--- config.mk ---
export PLATFORM = sky130hd
export DESIGN_NAME = lig_top
export DESIGN_NICKNAME = d
export VERILOG_FILES = /design/src/logic/lig_pkg.sv /design/src/logic/lig_channel.sv /design/src/logic/lig_top.sv
export SDC_FILE = /design/constraint.sdc
export NUM_CORES = 1
export LEC_CHECK = 0
export ABC_CLOCK_PERIOD_IN_PS = 4000
export CELL_PAD_IN_SITES_DETAIL_PLACEMENT = 0
export CELL_PAD_IN_SITES_GLOBAL_PLACEMENT = 1
export CORE_MARGIN = 2
export CORE_UTILIZATION = 48
export DETAILED_ROUTE_END_ITERATION = 8
export DONT_BUFFER_PORTS = 1
export GPL_ROUTABILITY_DRIVEN = 0
export MAX_ROUTING_LAYER = met4
export PLACE_DENSITY = 0.75
export SETUP_SLACK_MARGIN = 0.5
export SKIP_CTS_REPAIR_TIMING = 1
export SLEW_MARGIN = 20
export SYNTH_ARGS = -nofsm -noshare
export SYNTH_HDL_FRONTEND = slang
export SYNTH_SLANG_ARGS = --single-unit
--- constraint.sdc ---
create_clock -name i_sys_clk -period 4 [get_ports i_sys_clk]
set_clock_uncertainty 0.15 [all_clocks]
set_input_delay 0.4 -clock i_sys_clk [delete_from_list [all_inputs] [get_ports i_sys_clk]]
set_output_delay 0.4 -clock i_sys_clk [all_outputs]
set_load 0.01 [all_outputs]
--- src/logic/lig_pkg.sv ---
// Constants for the line input gain control register bank.
// What this block does
// Left and right gains are separate, 32 steps of 1.5dB each, plus mute.
// Step zero gives -40.5dB, the top step gives +6dB.
// After reset both channels are muted.
// While the input stage is disabled, volume and mute sit at defaults.
// Volume or mute writes made while disabled are dropped.
// Both line inputs share one gain stage and one set of controls.
// Inputs work as two mono single-ended or one stereo single-ended.
// Host enables the input stage before writing the channel registers.
// Right register holds right gain, mute and line two select.
// Left register holds left gain and mute for the shared stage.
// Gain is a step index, one step per increment; mute separate.
`default_nettype none
package lig_pkg;
    // Register offsets on the 2-wire serial control interface
    localparam logic [7:0] LIG_OFS_RIGHT = 8'h0a;
    localparam logic [7:0] LIG_OFS_LEFT = 8'h0b;
    localparam logic [7:0] LIG_OFS_DRV_EN = 8'h14;
    localparam logic [7:0] LIG_OFS_MIX_EN = 8'h16;

    // Channel register fields
    localparam int LIG_GAIN_W = 5;
    localparam int LIG_GAIN_LSB = 0;
    localparam int LIG_LINE2_BIT = 5;
    localparam int LIG_MUTE_BIT = 6;
    localparam logic [7:0] LIG_RIGHT_MASK = 8'h7f;
    localparam logic [7:0] LIG_LEFT_MASK = 8'h5f;

    // Enable register fields
    localparam int LIG_DRV_LINE_EN_BIT = 0;
    localparam int LIG_MIX_LINE1_BIT = 0;
    localparam int LIG_MIX_LINE2_BIT = 1;
    localparam int LIG_MIX_STEREO_BIT = 2;

    // Reset values
    localparam logic [4:0] LIG_GAIN_DEFAULT = 5'h1b;
    localparam logic [7:0] LIG_CHAN_RESET = 8'h5b;
    localparam logic [7:0] LIG_DRV_RESET = 8'h00;
    localparam logic [7:0] LIG_MIX_RESET = 8'h00;

    // Gain in half-dB units: step * 3 - 81
    localparam logic [7:0] LIG_HALF_DB_PER_STEP = 8'h03;
    localparam logic [7:0] LIG_HALF_DB_FLOOR = 8'h51;

    // Neutral bus address, arbitrary value
    localparam logic [6:0] LIG_DEV_ADDR = 7'h2a;

    typedef enum logic [8:0] {
        LIG_ST_IDLE = 9'h001,
        LIG_ST_ADDR = 9'h002,
        LIG_ST_AACK = 9'h004,
        LIG_ST_REG = 9'h008,
        LIG_ST_RACK = 9'h010,
        LIG_ST_WR = 9'h020,
        LIG_ST_WACK = 9'h040,
        LIG_ST_RD = 9'h080,
        LIG_ST_MACK = 9'h100
    } lig_state_type;
endpackage : lig_pkg
`default_nettype wire

--- src/logic/lig_channel.sv ---
// One channel of the shared line input gain stage.
`timescale 1ns/1ps
`default_nettype none
module lig_channel (
    input wire logic i_sys_clk,
    input wire logic i_srst,
    input wire logic [4:0] i_step,
    input wire logic i_mute,
    input wire logic i_enable,
    output logic [4:0] o_step,
    output logic o_muted,
    output logic [7:0] o_gain_half_db
);
    logic [4:0] step_q;
    logic [4:0] step_d;
    logic muted_q;
    logic muted_d;
    logic [7:0] gain_q;
    logic [7:0] gain_d;

    always_comb begin
        step_d = i_step;
        muted_d = i_mute | ~i_enable;
        // Step zero is -40.5dB, step 31 is +6dB
        gain_d = 8'({3'h0, i_step} * lig_pkg::LIG_HALF_DB_PER_STEP)
            - lig_pkg::LIG_HALF_DB_FLOOR;
    end

    always_ff @(posedge i_sys_clk) begin
        if (i_srst) begin
            step_q <= lig_pkg::LIG_GAIN_DEFAULT;
            muted_q <= 1'b1;
            gain_q <= 8'h00;
        end else begin
            step_q <= step_d;
            muted_q <= muted_d;
            gain_q <= gain_d;
        end
    end

    assign o_step = step_q;
    assign o_muted = muted_q;
    assign o_gain_half_db = gain_q;
endmodule : lig_channel
`default_nettype wire

--- src/logic/lig_top.sv ---
// Line input gain control registers behind the 2-wire serial interface.
`timescale 1ns/1ps
`default_nettype none
module lig_top #(
    parameter logic [6:0] DEV_ADDR = lig_pkg::LIG_DEV_ADDR
) (
    input wire logic i_sys_clk,
    input wire logic i_srst,
    input wire logic i_scl,
    input wire logic i_sda,
    output logic o_sda_out,
    output logic o_sda_oe,
    output logic o_line_enable,
    output logic o_line2_select,
    output logic o_stereo_mode,
    output logic o_line1_mix_en,
    output logic o_line2_mix_en,
    output logic [4:0] o_gain_right,
    output logic [4:0] o_gain_left,
    output logic o_mute_right,
    output logic o_mute_left,
    output logic [7:0] o_gain_half_db_right,
    output logic [7:0] o_gain_half_db_left
);
    // Serial line history for edge detection
    logic scl_q;
    logic sda_q;
    logic scl_rise;
    logic scl_fall;
    logic start_seen;
    logic stop_seen;

    // Serial engine state
    lig_pkg::lig_state_type state_q;
    lig_pkg::lig_state_type state_d;
    logic [7:0] shift_q;
    logic [7:0] shift_d;
    logic [3:0] cnt_q;
    logic [3:0] cnt_d;
    logic [7:0] ptr_q;
    logic [7:0] ptr_d;
    logic rw_q;
    logic rw_d;
    logic sda_oe_q;
    logic sda_oe_d;
    logic sda_out_q;
    logic wr_en;
    logic [7:0] rdata;
    logic [7:0] rdata_next;

    // Register bank state
    logic [7:0] right_q;
    logic [7:0] right_d;
    logic [7:0] left_q;
    logic [7:0] left_d;
    logic [7:0] drv_q;
    logic [7:0] drv_d;
    logic [7:0] mix_q;
    logic [7:0] mix_d;
    logic line2_q;
    logic stereo_q;
    logic l1mix_q;
    logic l2mix_q;
    logic line_en_q;
    logic stage_on;

    function automatic logic [7:0] read_reg(input logic [7:0] a,
            input logic [7:0] r, input logic [7:0] l,
            input logic [7:0] d, input logic [7:0] m);
        logic [7:0] v;
        v = 8'h00;
        unique case (a)
            lig_pkg::LIG_OFS_RIGHT: v = r;
            lig_pkg::LIG_OFS_LEFT: v = l;
            lig_pkg::LIG_OFS_DRV_EN: v = d;
            lig_pkg::LIG_OFS_MIX_EN: v = m;
            default: v = 8'h00;
        endcase
        return v;
    endfunction : read_reg

    assign scl_rise = i_scl & ~scl_q;
    assign scl_fall = ~i_scl & scl_q;
    assign start_seen = scl_q & i_scl & sda_q & ~i_sda;
    assign stop_seen = scl_q & i_scl & ~sda_q & i_sda;
    assign rdata = read_reg(ptr_q, right_q, left_q, drv_q, mix_q);
    assign rdata_next = read_reg(ptr_q + 8'h01, right_q, left_q, drv_q,
        mix_q);
    assign stage_on = drv_q[lig_pkg::LIG_DRV_LINE_EN_BIT];

    // Serial engine next state
    always_comb begin
        state_d = state_q;
        shift_d = shift_q;
        cnt_d = cnt_q;
        ptr_d = ptr_q;
        rw_d = rw_q;
        sda_oe_d = sda_oe_q;
        wr_en = 1'b0;
        if (start_seen) begin
            state_d = lig_pkg::LIG_ST_ADDR;
            cnt_d = 4'h0;
            sda_oe_d = 1'b0;
        end else if (stop_seen) begin
            state_d = lig_pkg::LIG_ST_IDLE;
            sda_oe_d = 1'b0;
        end else begin
            unique case (state_q)
                lig_pkg::LIG_ST_IDLE: begin
                    sda_oe_d = 1'b0;
                end
                lig_pkg::LIG_ST_ADDR, lig_pkg::LIG_ST_REG,
                lig_pkg::LIG_ST_WR: begin
                    if (scl_rise) begin
                        shift_d = {shift_q[6:0], i_sda};
                        cnt_d = cnt_q + 4'h1;
                    end else if (scl_fall && cnt_q == 4'h8) begin
                        cnt_d = 4'h0;
                        sda_oe_d = 1'b1;
                        if (state_q == lig_pkg::LIG_ST_ADDR) begin
                            if (shift_q[7:1] == DEV_ADDR) begin
                                rw_d = shift_q[0];
                                state_d = lig_pkg::LIG_ST_AACK;
                            end else begin
                                sda_oe_d = 1'b0;
                                state_d = lig_pkg::LIG_ST_IDLE;
                            end
                        end else if (state_q == lig_pkg::LIG_ST_REG) begin
                            ptr_d = shift_q;
                            state_d = lig_pkg::LIG_ST_RACK;
                        end else begin
                            wr_en = 1'b1;
                            state_d = lig_pkg::LIG_ST_WACK;
                        end
                    end
                end
                lig_pkg::LIG_ST_AACK: begin
                    if (scl_fall) begin
                        if (rw_q) begin
                            sda_oe_d = ~rdata[7];
                            shift_d = {rdata[6:0], 1'b0};
                            cnt_d = 4'h1;
                            state_d = lig_pkg::LIG_ST_RD;
                        end else begin
                            sda_oe_d = 1'b0;
                            state_d = lig_pkg::LIG_ST_REG;
                        end
                    end
                end
                lig_pkg::LIG_ST_RACK: begin
                    if (scl_fall) begin
                        sda_oe_d = 1'b0;
                        state_d = lig_pkg::LIG_ST_WR;
                    end
                end
                lig_pkg::LIG_ST_WACK: begin
                    if (scl_fall) begin
                        sda_oe_d = 1'b0;
                        ptr_d = ptr_q + 8'h01;
                        state_d = lig_pkg::LIG_ST_WR;
                    end
                end
                lig_pkg::LIG_ST_RD: begin
                    if (scl_fall) begin
                        if (cnt_q == 4'h8) begin
                            sda_oe_d = 1'b0;
                            cnt_d = 4'h0;
                            state_d = lig_pkg::LIG_ST_MACK;
                        end else begin
                            sda_oe_d = ~shift_q[7];
                            shift_d = {shift_q[6:0], 1'b0};
                            cnt_d = cnt_q + 4'h1;
                        end
                    end
                end
                lig_pkg::LIG_ST_MACK: begin
                    // Host not acknowledging ends the read
                    if (scl_rise && i_sda) begin
                        state_d = lig_pkg::LIG_ST_IDLE;
                    end else if (scl_fall) begin
                        ptr_d = ptr_q + 8'h01;
                        sda_oe_d = ~rdata_next[7];
                        shift_d = {rdata_next[6:0], 1'b0};
                        cnt_d = 4'h1;
                        state_d = lig_pkg::LIG_ST_RD;
                    end
                end
                default: begin
                    state_d = lig_pkg::LIG_ST_IDLE;
                    sda_oe_d = 1'b0;
                end
            endcase
        end
    end

    always_ff @(posedge i_sys_clk) begin
        if (i_srst) begin
            scl_q <= 1'b1;
            sda_q <= 1'b1;
            state_q <= lig_pkg::LIG_ST_IDLE;
            shift_q <= 8'h00;
            cnt_q <= 4'h0;
            ptr_q <= 8'h00;
            rw_q <= 1'b0;
            sda_oe_q <= 1'b0;
            sda_out_q <= 1'b0;
        end else begin
            scl_q <= i_scl;
            sda_q <= i_sda;
            state_q <= state_d;
            shift_q <= shift_d;
            cnt_q <= cnt_d;
            ptr_q <= ptr_d;
            rw_q <= rw_d;
            sda_oe_q <= sda_oe_d;
            // Open drain only ever pulls low
            sda_out_q <= 1'b0;
        end
    end

    // Register bank next state
    always_comb begin
        right_d = right_q;
        left_d = left_q;
        drv_d = drv_q;
        mix_d = mix_q;
        if (wr_en && ptr_q == lig_pkg::LIG_OFS_DRV_EN) begin
            drv_d = shift_q;
        end
        if (wr_en && ptr_q == lig_pkg::LIG_OFS_MIX_EN) begin
            mix_d = shift_q;
        end
        if (!stage_on) begin
            // Disabled stage holds defaults and drops channel register writes
            right_d = lig_pkg::LIG_CHAN_RESET & lig_pkg::LIG_RIGHT_MASK;
            left_d = lig_pkg::LIG_CHAN_RESET & lig_pkg::LIG_LEFT_MASK;
        end else if (wr_en && ptr_q == lig_pkg::LIG_OFS_RIGHT) begin
            right_d = shift_q & lig_pkg::LIG_RIGHT_MASK;
        end else if (wr_en && ptr_q == lig_pkg::LIG_OFS_LEFT) begin
            left_d = shift_q & lig_pkg::LIG_LEFT_MASK;
        end
    end

    always_ff @(posedge i_sys_clk) begin
        if (i_srst) begin
            right_q <= lig_pkg::LIG_CHAN_RESET & lig_pkg::LIG_RIGHT_MASK;
            left_q <= lig_pkg::LIG_CHAN_RESET & lig_pkg::LIG_LEFT_MASK;
            drv_q <= lig_pkg::LIG_DRV_RESET;
            mix_q <= lig_pkg::LIG_MIX_RESET;
            line2_q <= 1'b0;
            stereo_q <= 1'b0;
            l1mix_q <= 1'b0;
            l2mix_q <= 1'b0;
            line_en_q <= 1'b0;
        end else begin
            right_q <= right_d;
            left_q <= left_d;
            drv_q <= drv_d;
            mix_q <= mix_d;
            line2_q <= right_d[lig_pkg::LIG_LINE2_BIT];
            stereo_q <= mix_d[lig_pkg::LIG_MIX_STEREO_BIT];
            l1mix_q <= mix_d[lig_pkg::LIG_MIX_LINE1_BIT];
            l2mix_q <= mix_d[lig_pkg::LIG_MIX_LINE2_BIT];
            line_en_q <= drv_d[lig_pkg::LIG_DRV_LINE_EN_BIT];
        end
    end

    // Shared stage, one channel each side
    logic [1:0][4:0] ch_step_in;
    logic [1:0] ch_mute_in;
    logic [1:0][4:0] ch_step;
    logic [1:0] ch_muted;
    logic [1:0][7:0] ch_gain;

    assign ch_step_in[0] = right_q[lig_pkg::LIG_GAIN_LSB +: 5];
    assign ch_step_in[1] = left_q[lig_pkg::LIG_GAIN_LSB +: 5];
    assign ch_mute_in[0] = right_q[lig_pkg::LIG_MUTE_BIT];
    assign ch_mute_in[1] = left_q[lig_pkg::LIG_MUTE_BIT];

    for (genvar g = 0; g < 2; g++) begin : g_chan
        lig_channel u_chan (
            .i_sys_clk(i_sys_clk),
            .i_srst(i_srst),
            .i_step(ch_step_in[g]),
            .i_mute(ch_mute_in[g]),
            .i_enable(stage_on),
            .o_step(ch_step[g]),
            .o_muted(ch_muted[g]),
            .o_gain_half_db(ch_gain[g])
        );
    end

    assign o_sda_out = sda_out_q;
    assign o_sda_oe = sda_oe_q;
    assign o_line_enable = line_en_q;
    assign o_line2_select = line2_q;
    assign o_stereo_mode = stereo_q;
    assign o_line1_mix_en = l1mix_q;
    assign o_line2_mix_en = l2mix_q;
    assign o_gain_right = ch_step[0];
    assign o_gain_left = ch_step[1];
    assign o_mute_right = ch_muted[0];
    assign o_mute_left = ch_muted[1];
    assign o_gain_half_db_right = ch_gain[0];
    assign o_gain_half_db_left = ch_gain[1];
endmodule : lig_top
`default_nettype wire

==> results of run 1 <==
[routing by layer]
layer	wire [um]	GRT usage, %
met4	363	10.58
met2	6381	39.47
met3	567	3.148
met1	6222	31.23
met5	0	-
[sequential cells by signal, summed over array words and instances, names as in the netlist]
register,cells
g_chan.u_chan.o_gain_half_db,16
g_chan.u_chan.o_step,10
state_q,9
drv_q,8
mix_q,8
ptr_q,8
shift_q,8
right_q,7
left_q,6
cnt_q,4
g_chan.u_chan.o_muted,2
o_sda_oe,1
rw_q,1
scl_q,1
sda_q,1
[power by group through the flow]
stage	clock [W]	sequential, W	combinational, W
final	0.000652	0.000902	0.0000525
after global routing	0.000708	0.000903	0.0000570
after floorplan	0	0.000920	0.0000402
after CTS	0.000657	0.000902	0.0000361
after detailed placement	0	0.000923	0.0000358
after global placement	0	0.000923	0.0000362
[kinds of logic (layout without fill, tap and decap cells)]
kind of cell / count (synthesis) / in the layout / share of synthesized area (%)
XOR/XNOR: 14 / 14 / 2.394
buffers and inverters: 73 / 57 / 5.764
multiplexers: 38 / 38 / 7.474
AO/OA/AOI/OAI: 133 / 133 / 18.64
other: 1 / 1 / 0.07321
adder cells (fa/ha/maj): 27 / 27 / 6.595
flip-flops: 90 / 90 / 35.17
AND/OR/NAND/NOR: 235 / 235 / 23.89
[cells in the mapped netlist (all sizes together), types with 4 or more instances]
| library cell | n | area (um^2) |
|---|---|---|
| dfxtp | 90 | 1802 |
| nor2 | 74 | 277.8 |
| mux2i | 36 | 360.4 |
| nand2 | 36 | 135.1 |
| inv | 33 | 123.9 |
| clkbuf | 31 | 116.4 |
| ha | 27 | 337.8 |
| a22oi | 26 | 195.2 |
| a21oi | 24 | 120.1 |
| nor3 | 18 | 95.09 |
| o21ai | 18 | 90.09 |
| nand2b | 16 | 100.1 |
| nor2b | 16 | 100.1 |
| or2 | 16 | 100.1 |
| nand3 | 11 | 55.05 |
| xor2 | 11 | 96.34 |
| a311oi | 9 | 91.34 |
| buf | 9 | 55.05 |
| nor4 | 9 | 56.30 |
| o22ai | 8 | 50.05 |
| and3 | 6 | 37.54 |
| o211ai | 6 | 45.04 |
| or3 | 6 | 42.54 |
| a221oi | 5 | 43.79 |
| a22o | 5 | 43.79 |
| a31oi | 5 | 31.28 |
| nor3b | 5 | 37.54 |
| a211oi | 4 | 42.54 |
| nand4 | 4 | 25.02 |
| o32ai | 4 | 35.03 |
[per-stage QoR]
step                total power (W)  hold WS [ns]
finish                     0.001606       0.06932
global route               0.001667       0.06732
CTS                        0.001595      -0.06652
floorplan                 0.0009598        0.3061
detailed placement        0.0009587        0.3279
global placement          0.0009588        0.3298
[final timing paths]
kind | from | endpoint | slack [ns] | cells after the start
setup reg to reg | state_q[7] | drv_q[3] | 0.81 | 6
setup / recovery | state_q[7] | drv_q[3] | 0.81 | 6
hold / removal | i_srst | ptr_q[7] | 0.07 | 2
hold reg to reg | cnt_q[1] | cnt_q[1] | 0.35 | 2
[cell type report]
cell class	instances	area, um^2	share of cell area, %
flip-flops and latches	90	1802	33.26
inverters	33	123.9	2.287
multi-input cells	448	3029	55.93
well taps	136	170.2	3.142
clock inverters	6	66.31	1.224
repair buffers	8	87.58	1.617
clock buffers	10	137.6	2.541
[placed cells by master, fill, tap and decap left out, types with 16 or more instances in the layout]
cell      synthesis  final
nand2_1          36     36
dfxtp_1          90     90
mux2i_1          36     36
nor2b_1          16     16
ha_1             27     27
or2_2            16     16
nor2_1           74     74
a21oi_1          24     24
nor3_1           17     17
a22oi_1          26     26
inv_1            33     33
o21ai_0          18     18
nand2b_1         16     16
[worst max-delay path, delay by kind of cell, from the launching register on]
kind,cells,cell delay [ns]
AND/OR/NAND/NOR,5,2.14
flip-flops,1,0.46
multiplexers,1,0.31
==> reports/metrics.cfg, run 1 <==
[drt]
route.detailed.drc=0
postRouteAntennaNets=0
avgViaCountPerCell=6.045
drt_iter0_drc=264
vias=4419
drt-pass1-iter-count=4
post_drt_wl_per_cell_um=18.51
postRouteWirelength_um=13530

[pwr]
pwr-share-seq_pct=56.2
clock_power_share_pct=40.6
leakage_nw=2.047
sw_frac_of_total_pct=23.90
worst_ir_drop_vdd_v=0.0001538
cellPowerDensity_mw_per_mm2=296.6
combinationalPowerShare_pct=3.3
p_sw_w=0.0003839
internal-power_w=0.001222

[sta]
setup_tns_ns=0
post-route-min-period_ns=3.187
fmax_mhz=313.8
slew_viol_final=0
hold_viol=0
relSlewSlack_pct=39.10
post-route-period-util_pct=79.67
worst_slack_ns=0.8130
rsz0062_at_grt=false
setup_viol=0
tightest_slew_ns=0.9066

[clock_network]
cts_buffers=9
clkTransAtPathRegs_ns=0.09
cts_tree=done
clockBufferDepth=2
cts-root-buf=clkbuf_8
clk_latency_ns=0.37
htree_levels=3
clock-sinks=90

[critical_path]
slowest_delay_ns=0.74
path_class=reg -> reg
worstPathRequired_ns=4.11
cpMaxStageDelayCell=nor4_1
cp.arrival_ns=3.30
start_kind=flip-flop
critPathCaptureType=flip-flop
cp_max_fo=14
worstPathCellList=nor3_1 -> nand2_1 -> nor4_1 -> nand3_1 -> mux2i_1 -> nor2_1

[finish]
layout-drive-gt1-share_pct=8.571
stdcell_count=731
nFillCells=983
n_antenna_cell=0
utilization_pct=52.47
design_area_mm2=0.005416
area_growth_pct=5.740
nNetsFinal=621

[synth]
syn_area_mm2=0.005122
synth_ff_type=dfxtp_1
yosysSeqAreaShare_pct=35.17
synth_cells=611
avgSynthCellArea_um2=8.384
synth_fp_nets=642
ys_types=66
synth_seq_cells=90
yosysWarnings=0
synthArstFlopShare_pct=0
synth_enable_flop_cells=0

[global_routing]
grt_pass1_vias=4193
overflow=0
antenna_found_initial=0
grt_max_degree=71
grt_pass1_wl_um=21620
track_usage_pct=24.60

[floorplan]
die_h_um=107.3
start_util_pct=49.62
pin_count=39
placementRows=37
die_width_um=107.3
die-area_mm2=0.01151
core_mm2=0.01032

[run_status]
status=finished clean

[flow_run]
cap_violations=0

[placement]
dp.cells=711
dpl-instance-area_mm2=0.005151
io_buffers=0
dpl.hpwl_um=9127
pre_cts_slack_ns=0.7761

[worst_hold_path]
min_path_type=in -> reg

Note: power is estimated with default switching activity, not from simulation.
==> run 2, diff against run 1 <==
--- a/config.mk
+++ b/config.mk
@@ -5,16 +5,17 @@
 export SDC_FILE = /design/constraint.sdc
 export NUM_CORES = 1
 export LEC_CHECK = 0
-export ABC_CLOCK_PERIOD_IN_PS = 4000
+export ABC_AREA = 1
+export ABC_CLOCK_PERIOD_IN_PS = 3000
 export CELL_PAD_IN_SITES_DETAIL_PLACEMENT = 0
 export CELL_PAD_IN_SITES_GLOBAL_PLACEMENT = 1
 export CORE_MARGIN = 2
-export CORE_UTILIZATION = 48
+export CORE_UTILIZATION = 46
 export DETAILED_ROUTE_END_ITERATION = 8
 export DONT_BUFFER_PORTS = 1
 export GPL_ROUTABILITY_DRIVEN = 0
 export MAX_ROUTING_LAYER = met4
-export PLACE_DENSITY = 0.75
+export PLACE_DENSITY = 0.76
 export SETUP_SLACK_MARGIN = 0.5
 export SKIP_CTS_REPAIR_TIMING = 1
 export SLEW_MARGIN = 20
==> constraint.sdc (replaced) <==
create_clock -name i_sys_clk -period 3 [get_ports i_sys_clk]
set_clock_uncertainty 0.15 [all_clocks]
set_input_delay 0.3 -clock i_sys_clk [delete_from_list [all_inputs] [get_ports i_sys_clk]]
set_output_delay 0.3 -clock i_sys_clk [all_outputs]
set_load 0.01 [all_outputs]
==> reports/metrics.cfg, run 2 <==
[critical_path]
worstPathRequired_ns=3.06
critPathCaptureType=flip-flop
crit_family=simple AND/OR/NAND/NOR gates
worstPathCellList=dlygate4sd3_1 -> inv_1 -> nor3_1 -> inv_1 -> nand3_1 -> o21ai_0 -> nor2_1 -> nand2_1 -> a21oi_1 -> nor2_1
cp_max_fo=4
cp_num_buf_inv=3
cp.arrival_ns=2.48
slowest_delay_ns=0.65
start_kind=primary input
path_class=in -> reg
cpMaxStageDelayCell=dlygate4sd3_1

[floorplan]
die_width_um=110.6
die_h_um=110.6
start_util_pct=47.62
pin_count=39
placementRows=38
core_mm2=0.01098
die-area_mm2=0.01224

[synth]
synth_fp_nets=801
synth_ff_type=dfxtp_1
synth_enable_flop_cells=0
synth.most_common_cell=nand2_1
yosysTopAreaCell=dfxtp_1
synth_cells=770
yosysWarnings=0
synth_seq_cells=90
avgSynthCellArea_um2=6.792
synth_top_area_share_pct=34.45
synthTopCellsByArea=dfxtp_1 (34%), nand2_1 (12%), ha_1 (6.5%)
syn_area_mm2=0.005230
synthTopCellsByCount=nand2_1 (169), dfxtp_1 (90), inv_1 (90)
yosysSeqAreaShare_pct=34.45
ys_types=36
synthArstFlopShare_pct=0

[placement]
dp.cells=895
dpl-instance-area_mm2=0.005331
io_buffers=0
dpl.hpwl_um=10710

[drt]
route.detailed.drc=0
vias=5104
drt-pass1-iter-count=5
postRouteWirelength_um=14710
postRouteAntennaNets=0
post_drt_wl_per_cell_um=16.09
avgViaCountPerCell=5.584
drt_iter0_drc=495

[sta]
whs_ns=-0.01047
setup_tns_ns=0
setup_viol=0
slew_viol_final=0
rsz0062_at_grt=false
fmax_mhz=412.8
tightest_slew_ns=0.9829
post-route-min-period_ns=2.423
post-route-period-util_pct=80.76
relSlewSlack_pct=34.26
hold_viol=2

[flow_run]
cap_violations=0

[run_status]
violations=negative hold slack
status=complete, but fails checks

[finish]
design_area_mm2=0.005672
area_growth_pct=8.445
final_cell_mix=nand2_1 (169), inv_1 (90), dfxtp_1 (90)
largest_reg_flops=16
stdcell_count=914
nNetsFinal=800
final_common_cell=nand2_1
nFillCells=1145
n_antenna_cell=0
layout-drive-gt1-share_pct=9.173

[pwr]
worst_ir_drop_vdd_v=0.0003531
leakage_nw=2.577
cellPowerDensity_mw_per_mm2=592.2
finalPower_w=0.003359

[clock_network]
htree_levels=3
clk_latency_ns=0.35
clockBufferDepth=2
cts_buffers=9
clock-sinks=90
cts_tree=done
clkTransAtPathRegs_ns=0.07
cts-root-buf=clkbuf_16

[global_routing]
grt_pass1_wl_um=23400
grt_pass1_vias=4527
grt_max_degree=40
antenna_found_initial=0
track_usage_pct=24.58
overflow=0

[worst_hold_path]
min_path_type=in -> reg

run 2: worst register-to-register path: stages, from the launching register on:
cell and delay [ns]:
dfxtp_1 0.50, inv_1 0.16, ha_1 0.31, inv_1 0.04, ha_1 0.33, a21oi_1 0.16
inv_1 0.06, nand2_1 0.05, inv_1 0.05, nor2_1 0.08, nor2_1 0.06, nor3_1 0.13
a211oi_1 0.07
run 2: power breakdown:
group,switching [W],internal [W]
clock network,0.000496,0.000668
registers,0.000123,0.00128
logic,0.000564,0.000233
run 2: final timing paths:
kind,startpoint,to,slack (ns),cells past startpoint
min reg2reg,ptr_q[7],ptr_q[7],0.36,2
min,i_srst,cnt_q[0],-0.01,3
max,i_sda,state_q[1],0.58,10
max reg2reg,left_q[3],g_chan[1].u_chan.o_gain_half_db[6],0.69,12
run 2: cell type report:
type | instances | area, um^2 | share of cell area, %
clock buffer | 10 | 239.0 | 4.214
clock inverter | 6 | 66.31 | 1.169
inverter | 99 | 371.6 | 6.552
multi-input combinational | 562 | 2958 | 52.15
sequential | 90 | 1802 | 31.77
tap | 140 | 175.2 | 3.088
timing repair buffer | 7 | 60.06 | 1.059
run 2: stage by stage:
| step | utilization [%] | hold WS, ns | setup slack [ns] |
|---|---|---|---|
| final | 51.64 | -0.01047 | 0.5773 |
| after global routing | 51.64 | 0.01368 | 0.4503 |
| after CTS | 51.32 | -0.1410 | 0.6856 |
| after detailed placement | 48.54 | 0.2328 | 0.6923 |
| after global placement | 48.54 | 0.2306 | 0.7245 |
| after floorplan | - | 0.2465 | 1.044 |
run 2: cells by family after synthesis:
group / after synthesis / share of synthesized area, %
fa+ha+maj: 27 / 6.459
buf+inv: 118 / 9.091
xor+xnor: 4 / 0.6698
other cells: 1 / 0.07170
simple gates: 383 / 34.33
compound gates: 147 / 14.93
flops: 90 / 34.45
run 2: metal layers:
metal | routed length [um] | global-route usage (%) | up-vias | part of all wire, %
li1 | - | - | 2533 | -
met1 | 6727 | 32.61 | 2342 | 46
met2 | 6579 | 37.75 | 196 | 45
met3 | 1049 | 4.446 | 33 | 7.1
met4 | 352 | 8.667 | 0 | 2.4
met5 | 0 | - | - | 0
